### config.mk
export PLATFORM = sky130hd
export DESIGN_NAME = dma_channel_addr_irq
export DESIGN_NICKNAME = d
export VERILOG_FILES = /design/src/shared/dma_chan_pkg.sv /design/src/hw/dma_channel_addr_irq.sv /design/src/hw/two_entry_buffer.sv
export SDC_FILE = /design/constraint.sdc
export NUM_CORES = 1
export LEC_CHECK = 0
export BUFFER_PORTS_ARGS = -buffer_cell sky130_fd_sc_hd__clkbuf_2
export CAP_MARGIN = 20
export CORE_MARGIN = 2
export CORE_UTILIZATION = 54
export DETAILED_ROUTE_END_ITERATION = 7
export GPL_TIMING_DRIVEN = 1
export PLACE_DENSITY = 0.9
export SYNTH_ARGS = -nofsm -noshare
export SYNTH_HDL_FRONTEND = slang
export SYNTH_HIERARCHICAL = 1
export SYNTH_SLANG_ARGS = --single-unit
### constraint.sdc
create_clock -name core_clk -period 3.6 [get_ports core_clk]
set_clock_uncertainty 0.05 [all_clocks]
set_input_delay 0.18 -clock core_clk [delete_from_list [all_inputs] [get_ports core_clk]]
set_output_delay 0.18 -clock core_clk [all_outputs]
set_load 0.03 [all_outputs]
### src/shared/dma_chan_pkg.sv
// Shared types and constants for the DMA channel address and interrupt block
package dma_chan_pkg;

	// ********************************************************
	// Widths
	// ********************************************************
	localparam int ADDR_W = 16;
	localparam int DATA_W = 16;
	localparam int CNT_W = 14;
	localparam int DONE_W = CNT_W + 1;
	localparam int BUF_DEPTH = 2;

	// ********************************************************
	// Field encodings
	// ********************************************************
	// Addressing mode select
	localparam logic [1:0] ADDRESSING_MODE_SELECT_POSTINC = 2'h0;
	localparam logic [1:0] ADDRESSING_MODE_SELECT_FIXED = 2'h1;
	// Operating mode field: bit 0 one-shot, bit 1 ping-pong
	localparam logic [1:0] MODE_CONT = 2'h0;
	localparam logic [1:0] MODE_OS_PP = 2'h3;
	localparam int MODE_ONESHOT_BIT = 0;
	localparam int MODE_PINGPONG_BIT = 1;

	// Address steps after a transfer, and block count increments
	localparam logic [ADDR_W-1:0] STEP_WORD = 16'h0002;
	localparam logic [ADDR_W-1:0] STEP_BYTE = 16'h0001;
	localparam logic [DONE_W-1:0] DONE_ONE = 15'h0001;
	localparam logic [DONE_W-1:0] DONE_TWO = 15'h0002;

	// ********************************************************
	// Types
	// ********************************************************
	typedef struct packed {
		logic chanEnable;
		logic byteSize;
		logic halfSel;
		logic [1:0] addrMode;
		logic [1:0] opMode;
	} ctrl_type;

	localparam ctrl_type CTRL_RESET = '{1'b0, 1'b0, 1'b0,
		ADDRESSING_MODE_SELECT_POSTINC, MODE_CONT};

	typedef struct packed {
		logic [ADDR_W-1:0] addr;
		logic [DATA_W-1:0] data;
		logic byteSel;
	} ram_req_type;

	typedef enum logic [1:0] {
		ST_IDLE = 2'h0,
		ST_ACTIVE = 2'h1,
		ST_DONE = 2'h3
	} chan_state_type;

endpackage : dma_chan_pkg

### src/hw/dma_channel_addr_irq.sv
// One DMA channel: memory address generation and block interrupt
`timescale 1ns/1ps
module dma_channel_addr_irq (
	// Clock and reset
	input logic core_clk,
	input logic rst,
	// Channel control register
	input logic ctrlWrite,
	input dma_chan_pkg::ctrl_type ctrlIn,
	output dma_chan_pkg::ctrl_type ctrlOut,
	// Block setup
	input logic [dma_chan_pkg::CNT_W-1:0] transferCount,
	input logic [dma_chan_pkg::ADDR_W-1:0] startAddressA,
	input logic [dma_chan_pkg::ADDR_W-1:0] startAddressB,
	output logic [dma_chan_pkg::ADDR_W-1:0] latestAddress,
	// Channel status
	output logic channelBusy,
	output logic activeBufferB,
	// Interrupt flag and request
	input logic flagClear,
	input logic channelIrqEnable,
	output logic irqFlag,
	output logic irqRequest,
	// Peripheral data stream
	input logic periphValid,
	input logic [dma_chan_pkg::DATA_W-1:0] periphData,
	output logic periphReady,
	// Dual port RAM write port
	output logic ramValid,
	input logic ramReady,
	output dma_chan_pkg::ram_req_type ramReq
);
	import dma_chan_pkg::*;

	// ********************************************************
	// Declarations
	// ********************************************************
	ctrl_type ctrl_r;
	chan_state_type state_r;
	logic [ADDR_W-1:0] workAddr_r;
	logic [ADDR_W-1:0] lastAddr_r;
	logic [DONE_W-1:0] doneCnt_r;
	logic needLoad_r;
	logic bufB_r;
	logic flag_r;
	logic wrSeen_r;
	logic bufValid;
	logic bufReady;
	logic [DATA_W-1:0] bufData;
	logic xfer;
	logic active;
	logic [DONE_W-1:0] doneNxt;
	logic [DONE_W-1:0] blockLen;
	logic [DONE_W-1:0] halfPoint;
	logic lastXfer;
	logic halfHit;
	logic irqEvent;
	logic pingPong;
	logic oneShot;
	logic [ADDR_W-1:0] startSel;
	logic [ADDR_W-1:0] curAddr;
	logic [ADDR_W-1:0] step;

	// ********************************************************
	// Control register
	// ********************************************************
	// Reset value selects post-increment addressing
	always_ff @(posedge core_clk or posedge rst) begin
		if (rst) begin
			ctrl_r <= CTRL_RESET;
		end else if (ctrlWrite) begin
			ctrl_r <= ctrlIn;
		end
	end

	// Remembers whether software has written the control register
	always_ff @(posedge core_clk or posedge rst) begin
		if (rst) begin
			wrSeen_r <= 1'b0;
		end else if (ctrlWrite) begin
			wrSeen_r <= 1'b1;
		end
	end

	assign ctrlOut = ctrl_r;
	assign pingPong = ctrl_r.opMode[MODE_PINGPONG_BIT];
	assign oneShot = ctrl_r.opMode[MODE_ONESHOT_BIT];

	// ********************************************************
	// Data buffer
	// ********************************************************
	// A RAM stall fills the buffer and then stalls the peripheral
	two_entry_buffer #(
		.WIDTH(DATA_W),
		.DEPTH(BUF_DEPTH)
	) two_entry_buffer_inst (
		.core_clk(core_clk),
		.rst(rst),
		.inValid(periphValid),
		.inData(periphData),
		.inReady(periphReady),
		.outValid(bufValid),
		.outData(bufData),
		.outReady(bufReady)
	);

	assign active = (state_r == ST_ACTIVE);
	assign bufReady = active & ramReady;
	assign ramValid = active & bufValid;
	assign xfer = ramValid & ramReady;

	// ********************************************************
	// Block counting and interrupt points
	// ********************************************************
	// Block length is count plus one, independent of size
	assign blockLen = {1'b0, transferCount} + DONE_ONE;
	// Rounds up so an odd length fires after the larger half
	assign halfPoint = ({1'b0, transferCount} + DONE_TWO) >> 1;
	assign doneNxt = doneCnt_r + DONE_ONE;
	assign lastXfer = (doneNxt == blockLen);
	// Half select is sampled live at every transfer
	assign halfHit = ctrl_r.halfSel && (doneNxt == halfPoint);
	assign irqEvent = xfer && (halfHit ||
		(!ctrl_r.halfSel && lastXfer));

	// Transfers done in the current block
	always_ff @(posedge core_clk or posedge rst) begin
		if (rst) begin
			doneCnt_r <= '0;
		end else if (!active) begin
			doneCnt_r <= '0;
		end else if (xfer) begin
			doneCnt_r <= lastXfer ? '0 : doneNxt;
		end
	end

	// ********************************************************
	// Channel sequencing
	// ********************************************************
	// One-shot stops after the block, or after buffer B in ping-pong
	always_ff @(posedge core_clk or posedge rst) begin
		if (rst) begin
			state_r <= ST_IDLE;
		end else begin
			unique case (state_r)
				ST_IDLE: begin
					if (ctrl_r.chanEnable) begin
						state_r <= ST_ACTIVE;
					end
				end
				ST_ACTIVE: begin
					if (!ctrl_r.chanEnable) begin
						state_r <= ST_IDLE;
					end else if (xfer && lastXfer && oneShot &&
						(!pingPong || bufB_r)) begin
						state_r <= ST_DONE;
					end
				end
				ST_DONE: begin
					if (!ctrl_r.chanEnable) begin
						state_r <= ST_IDLE;
					end
				end
				default: begin
					state_r <= ST_IDLE;
				end
			endcase
		end
	end

	// Buffer select flips at each block end in ping-pong
	always_ff @(posedge core_clk or posedge rst) begin
		if (rst) begin
			bufB_r <= 1'b0;
		end else if (state_r == ST_IDLE) begin
			bufB_r <= 1'b0;
		end else if (xfer && lastXfer && pingPong) begin
			bufB_r <= ~bufB_r;
		end
	end

	assign channelBusy = active;
	assign activeBufferB = bufB_r;

	// ********************************************************
	// Address generation
	// ********************************************************
	assign startSel = bufB_r ? startAddressB : startAddressA;
	// First transfer of a block uses the start register directly
	assign curAddr = needLoad_r ? startSel : workAddr_r;
	assign step = ctrl_r.byteSize ? STEP_BYTE : STEP_WORD;

	// Reload request at channel start and at every block end
	always_ff @(posedge core_clk or posedge rst) begin
		if (rst) begin
			needLoad_r <= 1'b1;
		end else if (!active) begin
			needLoad_r <= 1'b1;
		end else if (xfer) begin
			needLoad_r <= lastXfer;
		end
	end

	// Working copy; the start registers are only ever read
	always_ff @(posedge core_clk or posedge rst) begin
		if (rst) begin
			workAddr_r <= '0;
		end else if (xfer) begin
			if (ctrl_r.addrMode == ADDRESSING_MODE_SELECT_POSTINC) begin
				workAddr_r <= curAddr + step;
			end else begin
				// Fixed mode holds the current location, which is the start after a block's first transfer
				workAddr_r <= curAddr;
			end
		end
	end

	// Latest transfer address for software readback
	always_ff @(posedge core_clk or posedge rst) begin
		if (rst) begin
			lastAddr_r <= '0;
		end else if (xfer) begin
			lastAddr_r <= curAddr;
		end
	end

	assign latestAddress = lastAddr_r;
	assign ramReq.addr = curAddr;
	assign ramReq.data = bufData;
	assign ramReq.byteSel = ctrl_r.byteSize;

	// ********************************************************
	// Interrupt flag
	// ********************************************************
	// A new event in the clearing cycle wins over the clear
	always_ff @(posedge core_clk or posedge rst) begin
		if (rst) begin
			flag_r <= 1'b0;
		end else if (irqEvent) begin
			flag_r <= 1'b1;
		end else if (flagClear) begin
			flag_r <= 1'b0;
		end
	end

	assign irqFlag = flag_r;
	// Reaches the processor only once software has enabled it
	assign irqRequest = flag_r & channelIrqEnable;

	// ********************************************************
	// Assertions
	// ********************************************************
	property p_half_fire;
		@(posedge core_clk) disable iff (rst)
		xfer && ctrl_r.halfSel && (doneCnt_r == halfPoint - DONE_ONE)
		|=> flag_r;
	endproperty
	a_half_fire: assert property (p_half_fire)
		else $error("no interrupt at half point");

	property p_no_end_fire;
		@(posedge core_clk) disable iff (rst)
		xfer && ctrl_r.halfSel && lastXfer && (halfPoint != blockLen)
		|-> !irqEvent;
	endproperty
	a_no_end_fire: assert property (p_no_end_fire)
		else $error("end interrupt raised with half select");

	property p_full_fire;
		@(posedge core_clk) disable iff (rst)
		xfer && !ctrl_r.halfSel && lastXfer |=> flag_r;
	endproperty
	a_full_fire: assert property (p_full_fire)
		else $error("no interrupt at block end");

	property p_full_only;
		@(posedge core_clk) disable iff (rst)
		!ctrl_r.halfSel && irqEvent |-> xfer && lastXfer;
	endproperty
	a_full_only: assert property (p_full_only)
		else $error("full mode interrupt before block end");

	property p_flag_hold;
		@(posedge core_clk) disable iff (rst)
		flag_r && !flagClear |=> flag_r;
	endproperty
	a_flag_hold: assert property (p_flag_hold)
		else $error("flag lost without clear");

	property p_set_wins;
		@(posedge core_clk) disable iff (rst)
		irqEvent && flagClear |=> flag_r ##1 (flag_r || $past(flagClear));
	endproperty
	a_set_wins: assert property (p_set_wins)
		else $error("clear beat simultaneous event");

	property p_reset_mode;
		@(posedge core_clk) disable iff (rst)
		!wrSeen_r |-> ctrl_r.addrMode == ADDRESSING_MODE_SELECT_POSTINC;
	endproperty
	a_reset_mode: assert property (p_reset_mode)
		else $error("addressing mode not post-increment after reset");

	property p_first_addr;
		@(posedge core_clk) disable iff (rst)
		xfer && (doneCnt_r == '0) |->
		ramReq.addr == (bufB_r ? startAddressB : startAddressA);
	endproperty
	a_first_addr: assert property (p_first_addr)
		else $error("block did not start at start address");

	property p_readback;
		@(posedge core_clk) disable iff (rst)
		xfer |=> latestAddress == $past(ramReq.addr);
	endproperty
	a_readback: assert property (p_readback)
		else $error("latest address not updated");

	property p_fixed;
		@(posedge core_clk) disable iff (rst)
		xfer && !lastXfer && (ctrl_r.addrMode == ADDRESSING_MODE_SELECT_FIXED) ##1
		xfer |-> ramReq.addr == $past(ramReq.addr);
	endproperty
	a_fixed: assert property (p_fixed)
		else $error("fixed mode address moved");

	property p_incr;
		@(posedge core_clk) disable iff (rst)
		xfer && !lastXfer && (ctrl_r.addrMode == ADDRESSING_MODE_SELECT_POSTINC) |=>
		workAddr_r == $past(curAddr) + ($past(ctrl_r.byteSize) ?
		STEP_BYTE : STEP_WORD);
	endproperty
	a_incr: assert property (p_incr)
		else $error("post-increment step wrong");

	property p_block_len;
		@(posedge core_clk) disable iff (rst)
		xfer && lastXfer |-> doneCnt_r == {1'b0, transferCount};
	endproperty
	a_block_len: assert property (p_block_len)
		else $error("block length not count plus one");

	property p_pingpong;
		@(posedge core_clk) disable iff (rst)
		xfer && lastXfer && (ctrl_r.opMode == MODE_OS_PP) && !bufB_r
		|=> bufB_r && active;
	endproperty
	a_pingpong: assert property (p_pingpong)
		else $error("ping-pong did not move to buffer B");

endmodule : dma_channel_addr_irq

### src/hw/two_entry_buffer.sv
// Small flip-flop FIFO with valid and ready on both sides
`timescale 1ns/1ps
module two_entry_buffer #(
	parameter int WIDTH = dma_chan_pkg::DATA_W,
	parameter int DEPTH = dma_chan_pkg::BUF_DEPTH
) (
	// Clock and reset
	input logic core_clk,
	input logic rst,
	// Filling side
	input logic inValid,
	input logic [WIDTH-1:0] inData,
	output logic inReady,
	// Draining side
	output logic outValid,
	output logic [WIDTH-1:0] outData,
	input logic outReady
);
	localparam int PW = (DEPTH > 1) ? $clog2(DEPTH) : 1;
	localparam int CW = $clog2(DEPTH + 1);
	localparam logic [PW-1:0] LAST_IDX = PW'(DEPTH - 1);
	localparam logic [CW-1:0] FULL_CNT = CW'(DEPTH);

	logic [WIDTH-1:0] mem_r [DEPTH];
	logic [PW-1:0] wrPtr_r;
	logic [PW-1:0] rdPtr_r;
	logic [CW-1:0] fill_r;
	logic push;
	logic pop;

	// Full and empty come straight from the fill count
	assign inReady = (fill_r != FULL_CNT);
	assign outValid = (fill_r != '0);
	assign outData = mem_r[rdPtr_r];
	assign push = inValid & inReady;
	assign pop = outValid & outReady;

	// Storage needs no reset; fill count guards stale entries
	always_ff @(posedge core_clk) begin
		if (push) begin
			mem_r[wrPtr_r] <= inData;
		end
	end

	// Pointers and fill level
	always_ff @(posedge core_clk or posedge rst) begin
		if (rst) begin
			wrPtr_r <= '0;
			rdPtr_r <= '0;
			fill_r <= '0;
		end else begin
			if (push) begin
				wrPtr_r <= (wrPtr_r == LAST_IDX) ? '0 : wrPtr_r + 1'b1;
			end
			if (pop) begin
				rdPtr_r <= (rdPtr_r == LAST_IDX) ? '0 : rdPtr_r + 1'b1;
			end
			if (push && !pop) begin
				fill_r <= fill_r + 1'b1;
			end else if (pop && !push) begin
				fill_r <= fill_r - 1'b1;
			end
		end
	end

endmodule : two_entry_buffer

# == Yosys cells after proc, flatten, opt, wreduce, memory -nomap -nowiden ==
# Memories as Yosys holds them, arrays and structs flattened.
# Cells that the tools add are included.
# classes
addsub,8
eq_ne,9
n_mux,24
n_bitwise,7
reduce_logical,22
# op_table
operator,n
$mux 16,3
$mux 15,3
$add 16x2->16,1
$add 14x1->15 const B,1
$add 14x2->15 const B,1
$add 15x1->15 const B,1
$eq 15x14->1,1
$eq 15x15->1,1
$mux 2,7
$mux 1,10
$logic_and 1x1->1,9
$ne 2x2->1 const B,4
$reduce_bool 2->1,4
$and 1x1->1,6
$pmux 2 s3,1
$logic_not 1->1,4
$logic_not 2->1,2
$ne 3x2->1 const B,1
$reduce_and 3->1,1
$add 1x1->1 const B,2
$add 2x1->2 const B,1
$eq 2x1->1 const B,1
$eq 2x2->1 const B,1
$logic_or 1x1->1,2
other kinds (2),2
# totals
ff_bits,63
mem_bits_rw,32
out_inout_bits,62
n_memories,1
# mem_list
name,words,width,rd,rd_clocked_by_memory_dff,wr,line_no,text
two_entry_buffer_inst.mem_r,2,16,1,0,1,two_entry_buffer.sv:24,logic [WIDTH-1:0] mem_r [DEPTH];

# == Logic depth before layout (Yosys ltp) ==
# Gate-level depths: netlist of run 1.
# logic_depth
depth_word,9
ltp_mapped,11

# == Hierarchy ==
# The synthesis of run 1 kept the hierarchy.
# by_module_without_submodules
module,n_inst,cells_each,area_each_um2,seq_area_each_um2
dma_channel_addr_irq,1,484,4154.0,1477.7
two_entry_buffer,1,69,1406.3,1061.0

# == Worst setup path after synthesis of run 1 ==
# No wires, ideal clock.
# synth_timing
path_kind,reg-to-reg
start,register bufB_r (netlist: activeBufferB)
end,register workAddr_r[14]
setup_ns,0.083
arrival_time_ns,3.416
t_required_ns,3.467
slack_ns,0.052
stages_incl_launch_ff,12
path_buffers,2
period_less_slack_ns,3.548
cell_sequence,dfrtp_1 > buf_2 > clkbuf_1 > mux2i_1 > a21oi_1 > ha_1 > fa_1 > nand2_1 > nor4_1 > nand3_1 > xnor2_1 > o21ai_0
# synth_lines
element,line_no,text
"start, declared",dma_channel_addr_irq.sv:44,logic bufB_r;
"start signal, assigned",dma_channel_addr_irq.sv:178,bufB_r <= ~bufB_r;
"end signal, assigned",dma_channel_addr_irq.sv:210,workAddr_r <= curAddr + step;
"end signal, assigned",dma_channel_addr_irq.sv:213,workAddr_r <= curAddr;
"end, declared",dma_channel_addr_irq.sv:40,logic [ADDR_W-1:0] workAddr_r;

# == Worst setup path in the final report of run 1 ==
# layout_timing
start,register doneCnt_r[0]
end,register doneCnt_r[1]
# layout_between
elab_chain_cells,5
# layout_rtl
element,line_no,text
"start, declared",dma_channel_addr_irq.sv:42,logic [DONE_W-1:0] doneCnt_r;
"start signal, assigned",dma_channel_addr_irq.sv:133,doneCnt_r <= lastXfer ? '0 : doneNxt;
$add 15x1->15 (*),dma_channel_addr_irq.sv:119,assign doneNxt = doneCnt_r + DONE_ONE;
$eq 15x15->1,dma_channel_addr_irq.sv:120,assign lastXfer = (doneNxt == blockLen);
$mux 15 (*),dma_channel_addr_irq.sv:133,
$mux 15 (*),dma_channel_addr_irq.sv:132,end else if (xfer) begin
$mux 15 (*),dma_channel_addr_irq.sv:130,end else if (!active) begin
# Every way passes the cells marked *; elsewhere a longest branch is shown, timed or not. The select of a mux whose other input is x is not followed.
# A chain may end at the register's enable or synchronous reset.

==> results of run 1 <==
-- kinds of logic after synthesis --
kind of cell    count (synthesis)  share of synthesized area [%]
compound gates                 89                           10.1
xor+xnor                       70                           12.0
fa+ha+maj                       8                           1.89
buf+inv                        48                           3.94
flops                          95                           45.7
mux                            43                           8.82
simple gates                  200                           17.6
-- final cells by class --
| cell class | instances | area share (%) |
|---|---|---|
| multi-input cells | 410 | 41.7 |
| flip-flops and latches | 95 | 37.8 |
| repair buffers | 166 | 14.3 |
| well taps | 136 | 2.53 |
| clock buffers | 10 | 1.90 |
| inverters | 18 | 1.01 |
| clock inverters | 6 | 0.689 |
-- path summary, 6_finish.rpt --
| path | startpoint | endpoint | slack, ns | depth (start not counted) |
|---|---|---|---|---|
| worst min-delay path | periphValid | two_entry_buffer_inst/wrPtr_r | 0.05 | 3 |
| worst min register to register | workAddr_r[11] | workAddr_r[11] | 0.44 | 2 |
| min in group asynchronous | rst | two_entry_buffer_inst/wrPtr_r | 0.21 | 3 |
| max in group asynchronous | rst | needLoad_r | 2.14 | 4 |
| worst max-delay path | doneCnt_r[0] | doneCnt_r[1] | 0.44 | 8 |
| worst max register to register | doneCnt_r[0] | doneCnt_r[1] | 0.44 | 8 |
-- registers in the layout, summed over array words and instances, names as in the netlist, 2 cells and up --
name                          flops
workAddr_r                       16
state_r                           2
ctrlOut                           7
two_entry_buffer_inst/fill_r      2
doneCnt_r                        15
two_entry_buffer_inst/mem_r      32
latestAddress                    16
-- power by group through the flow --
stage | clock network, mW | registers, mW | logic (mW)
detailed placement | 0 | 1.68 | 1.72
floorplan | 0 | 1.75 | 1.17
global route | 0.689 | 1.69 | 1.88
finish | 0.633 | 1.66 | 1.74
global placement | 0 | 1.66 | 1.66
CTS | 0.644 | 1.66 | 1.74
-- metrics by stage --
stage               setup WS, ns  std cells  util [%]  hold WS [ns]
finish                     0.438        841      66.2        0.0549
global route               0.166        841      66.2        0.0687
CTS                        0.471        841      66.2        0.0450
detailed placement         0.504        801      62.2        0.0206
global placement           0.637        801      62.2        0.0169
floorplan                 0.0519        553         -        -0.104
-- Yosys cell counts, drive strengths merged, types with 2 or more instances --
| library cell | number | area (sq um) |
|---|---|---|
| o22ai | 4 | 25.0 |
| a32o | 5 | 50.1 |
| dfrtp | 62 | 1550 |
| nor3 | 13 | 65.1 |
| a21oi | 15 | 75.1 |
| o21ai | 43 | 219 |
| nand2b | 3 | 18.8 |
| o211ai | 2 | 15.0 |
| inv | 18 | 67.6 |
| or3 | 4 | 25.0 |
| xnor2 | 52 | 455 |
| nand3 | 14 | 75.1 |
| a211oi | 2 | 15.0 |
| or2 | 3 | 21.3 |
| ha | 6 | 75.1 |
| and3 | 4 | 25.0 |
| nand4 | 15 | 121 |
| mux2 | 21 | 270 |
| xor2 | 14 | 123 |
| clkbuf | 15 | 58.8 |
| nor2b | 2 | 12.5 |
| or4 | 2 | 18.8 |
| nand2 | 87 | 329 |
| xnor3 | 3 | 67.6 |
| o2111ai | 2 | 17.5 |
| nor2 | 30 | 113 |
| edfxtp | 32 | 961 |
| a21o | 3 | 22.5 |
| nor4 | 14 | 87.6 |
| a21boi | 2 | 26.3 |
| buf | 15 | 92.6 |
| nor4b | 2 | 17.5 |
| mux2i | 22 | 220 |
| o31a | 3 | 26.3 |
| and2 | 5 | 31.3 |
-- critical path: stages, from the launching register on --
cell	delay (ns)
dfrtp_1	0.49
ha_1	0.32
nand4_2	0.21
o21ai_0	0.42
a211oi_1	0.15
nor4b_1	0.56
nand4_4	0.24
or2_4	0.32
a32o_1	0.28
-- per-layer routing --
metal | global-route usage (%) | vias up | share of wire (%)
li1 | - | 2242 | -
met1 | 30.6 | 2257 | 40
met2 | 43.1 | 197 | 51
met3 | 4.70 | 32 | 6.4
met4 | 11.1 | 0 | 2.6
met5 | 0 | - | 0
-- timing repair --
action,4_1_cts,5_1_grt
buffers inserted,0,0
hold buffers,24,0
endpoints found under the setup margin,0,0
hold endpoints to repair,80,0
==> results.cfg, run 1 <==
[clock_network]
cts-buffers-inserted = 9
cts.repair.resized = 0
tritoncts = done
cts_root_buf = clkbuf_8
clk_pin_slew_ns = 0.09
h-tree-depth = 3
cts_sinks = 95
cts_buffer_depth = 2
clkLatencyLatePin_ns = 0.36

[floorplan]
die_w_um = 105
die_area_sq_um = 11100
start_util_pct = 54.8
fp.dieH_um = 105
fp.coreArea_sq_um = 10100
rows = 37
io_pins = 138

[route]
vias = 4728
drt_iter0_markers = 254
first_pass_iters = 5
ant_nets = 0
drc = 0
wirelength_um = 13700
wl_per_cell_um = 16.2
vias_per_cell = 5.62

[power_and_ir_drop]
internal-power_mw = 2.28
p_leak_nw = 2.95
ir_drop_uv = 331
total_power_mw = 4.04
p_sw_mw = 1.75
clockPowerShare_pct = 15.7
power_density_nw_per_um2 = 601
switching_share_pct = 43.4
seqPwrFrac_pct = 41.1
combPwrFrac_pct = 43.2

[timing]
worst_pin_slew_ns = 0.850
grt_setup_unrepaired = false
min_period_over_period_pct = 87.8
period_minus_slack_ns = 3.16
fmax_mhz = 316
relSlewSlack_pct = 43.3
tns_ns = 0
setup_viol = 0
hold_viol_final = 0
drv_slew = 0

[global_route]
grt_pass1_wl_um = 22300
antenna_found_initial = 0
first_global_vias = 4769
grtUsageTotal_pct = 25.0
grt_max_degree = 56
overflow = 0

[cells_and_area]
layout-drive-gt1-share_pct = 27.0
seq_area_sq_um = 2540
final_cell_mix = clkbuf_2 (137), nand2_1 (86), dfrtp_1 (62)
multi_input_area_sq_um = 2800
final_common_cell = clkbuf_2
n_antenna_cell = 0
final_nets = 783
fill_cells = 783
final_area_sq_um = 6720
area_growth_pct = 20.8

[logic_synthesis]
syn_avg_cell_area_sq_um = 10.1
synth.distinct_cells = 64
synth-edff-count = 32
syn-num-nets = 636
syn-cell-area_sq_um = 5560
netlist_instances = 553
ys_seq_area_share_pct = 45.7
synth-main-ff-cell = dfrtp_1
async_reset_ff_share_pct = 66.3
synth_seq_cells = 95
yosys_warnings = 6

[placement]
place_congestion = 0.918
dpl_cell_area_sq_um = 6300
io_buffers = 137
hpwl_um = 10100

[setup_path]
endpoint_kind = flip-flop
arrival_ns = 3.37
crit_type = flip-flop to flip-flop
cp_max_fo = 8
crit_path_start_kind = flip-flop
required_ns = 3.80

[hold_path]
hold_path_class = input port to flip-flop

[flow_run]
cap_viol_max_count = 0

[outcome]
status = completed
Power figures use the tool's default switching activity.
==> run 2, diff against run 1 <==
--- a/config.mk
+++ b/config.mk
@@ -9,6 +9,7 @@
 export CAP_MARGIN = 20
 export CORE_MARGIN = 2
 export CORE_UTILIZATION = 54
+export CTS_BUF_LIST = sky130_fd_sc_hd__clkbuf_16
 export DETAILED_ROUTE_END_ITERATION = 7
 export GPL_TIMING_DRIVEN = 1
 export PLACE_DENSITY = 0.9
==> results.cfg, run 2 (synthesis results as in run 1) <==
[cells_and_area]
seq_area_sq_um = 2540
largest_reg_flops = 32
n_antenna_cell = 0
max_flop_register = two_entry_buffer_inst/mem_r
final_common_cell = clkbuf_2
fill_cells = 787
final_nets = 776
area_growth_pct = 21.4
layout-drive-gt1-share_pct = 27.2
multi_input_area_sq_um = 2800
final_cell_mix = clkbuf_2 (137), nand2_1 (86), dfrtp_1 (62)

[floorplan]
rows = 37
start_util_pct = 54.8
fp.coreArea_sq_um = 10100
fp.dieH_um = 105
die_area_sq_um = 11100
io_pins = 138
die_w_um = 105

[timing]
hold_viol_final = 0
fin_ws_ns = 0.421
setup_viol = 0
worst_pin_slew_ns = 0.850
period_minus_slack_ns = 3.18
relSlewSlack_pct = 43.3
min_period_over_period_pct = 88.3
fmax_mhz = 315
drv_slew = 0
tns_ns = 0
grt_setup_unrepaired = false

[power_and_ir_drop]
clockPowerShare_pct = 20.3
seqPwrFrac_pct = 38.9
p_sw_mw = 1.77
switching_share_pct = 41.5
power_density_nw_per_um2 = 633
combPwrFrac_pct = 40.8
ir_drop_uv = 364
internal-power_mw = 2.50
p_leak_nw = 2.97

[setup_path]
startpoint = doneCnt_r[0]
required_ns = 3.77
crit_type = flip-flop to flip-flop
ff2ff_setup_slack_ns = 0.42
r2r_end = doneCnt_r[1]
path_cells = ha_1 -> nand4_2 -> o21ai_0 -> a211oi_1 -> nor4b_1 -> nand4_4 -> or2_4 -> a32o_1
rr_startpoint = doneCnt_r[0]
endpoint_kind = flip-flop
slowest_delay_ns = 0.57
worst_path_max_delay_cell = nor4b_1
crit_path_start_kind = flip-flop
rr_worst_depth = 8
crit_path_end = doneCnt_r[1]
arrival_ns = 3.35
cp_max_fo = 8

[clock_network]
h-tree-depth = 3
cts_sinks = 95
cts-buffers-inserted = 9
hold_buffers = 17
cts.repair.resized = 0
cts_setup_buffers = 0
cts_root_buf = clkbuf_16
cts_buffer_depth = 2
clkLatencyLatePin_ns = 0.33
clk_pin_slew_ns = 0.06
tritoncts = done

[placement]
place_congestion = 0.918
hpwl_um = 10100
io_buffers = 137
dp_slack_ns = 0.504

[global_route]
first_global_vias = 4723
grtUsageTotal_pct = 24.4
grt_max_degree = 56
antenna_found_initial = 0
grt_pass1_wl_um = 21800
overflow = 0

[hold_path]
hold_path_class = input port to flip-flop

[route]
first_pass_iters = 5
drt_iter0_markers = 303
drc = 0
vias = 4728
wl_per_cell_um = 16.1
wirelength_um = 13400
vias_per_cell = 5.67
ant_nets = 0

[outcome]
status = completed

[flow_run]
cap_viol_max_count = 0
[run 2: worst min-delay path by stage]
stage	start	endpoint	slack, ns	cells after the start
6_report	ctrlIn[1]	ctrlOut[1]	0.02	3
5_1_grt	ctrlIn[1]	ctrlOut[1]	0.01	3
4_1_cts	ctrlIn[1]	ctrlOut[1]	0.003	3
3_5_place_dp	rst	two_entry_buffer_inst/wrPtr_r	0.02	2
3_3_place_gp	rst	two_entry_buffer_inst/wrPtr_r	0.02	2
2_1_floorplan	rst	two_entry_buffer_inst/fill_r[0]	-0.10	1
[run 2: layout make-up]
type	instances	share of cell area, %
clock buffer	9	3.34
clock inverter	7	0.742
timing repair buffer	159	13.2
tap	136	2.52
inverter	18	1.00
multi-input combinational	410	41.5
sequential	95	37.6
[run 2: per-layer routing]
metal	up-vias	wire, um	global-route usage, %	share of wire [%]
met3	30	846	4.14	6.3
met5	-	0	0	0
li1	2235	-	-	-
met4	0	334	10.6	2.5
met2	209	6780	42.0	50
met1	2254	5470	30.2	41
[run 2: worst max-delay path: cells and delay by family (launching register included)]
kind / cells / cell delay [ns]
compound gates: 3 / 0.87
flops: 1 / 0.48
simple gates: 4 / 1.34
fa+ha+maj: 1 / 0.32
[run 2: power by group through the flow]
stage / registers, mW / clock network [mW] / logic, mW
2_1_floorplan: 1.75 / 0 / 1.17
3_3_place_gp: 1.66 / 0 / 1.66
3_5_place_dp: 1.68 / 0 / 1.72
4_1_cts: 1.66 / 0.882 / 1.74
5_1_grt: 1.70 / 0.931 / 1.88
6_report: 1.66 / 0.867 / 1.74
[run 2: stage by stage]
step	utilization, %	area (sq um)	hold WS (ns)	power, mW	std cells
3_3_place_gp	62.2	6300	0.0169	3.32	801
4_1_cts	66.6	6750	0.00287	4.28	834
5_1_grt	66.6	6750	0.0138	4.51	834
2_1_floorplan	-	5560	-0.104	2.93	553
6_report	66.6	6750	0.0155	4.27	834
3_5_place_dp	62.2	6300	0.0206	3.40	801
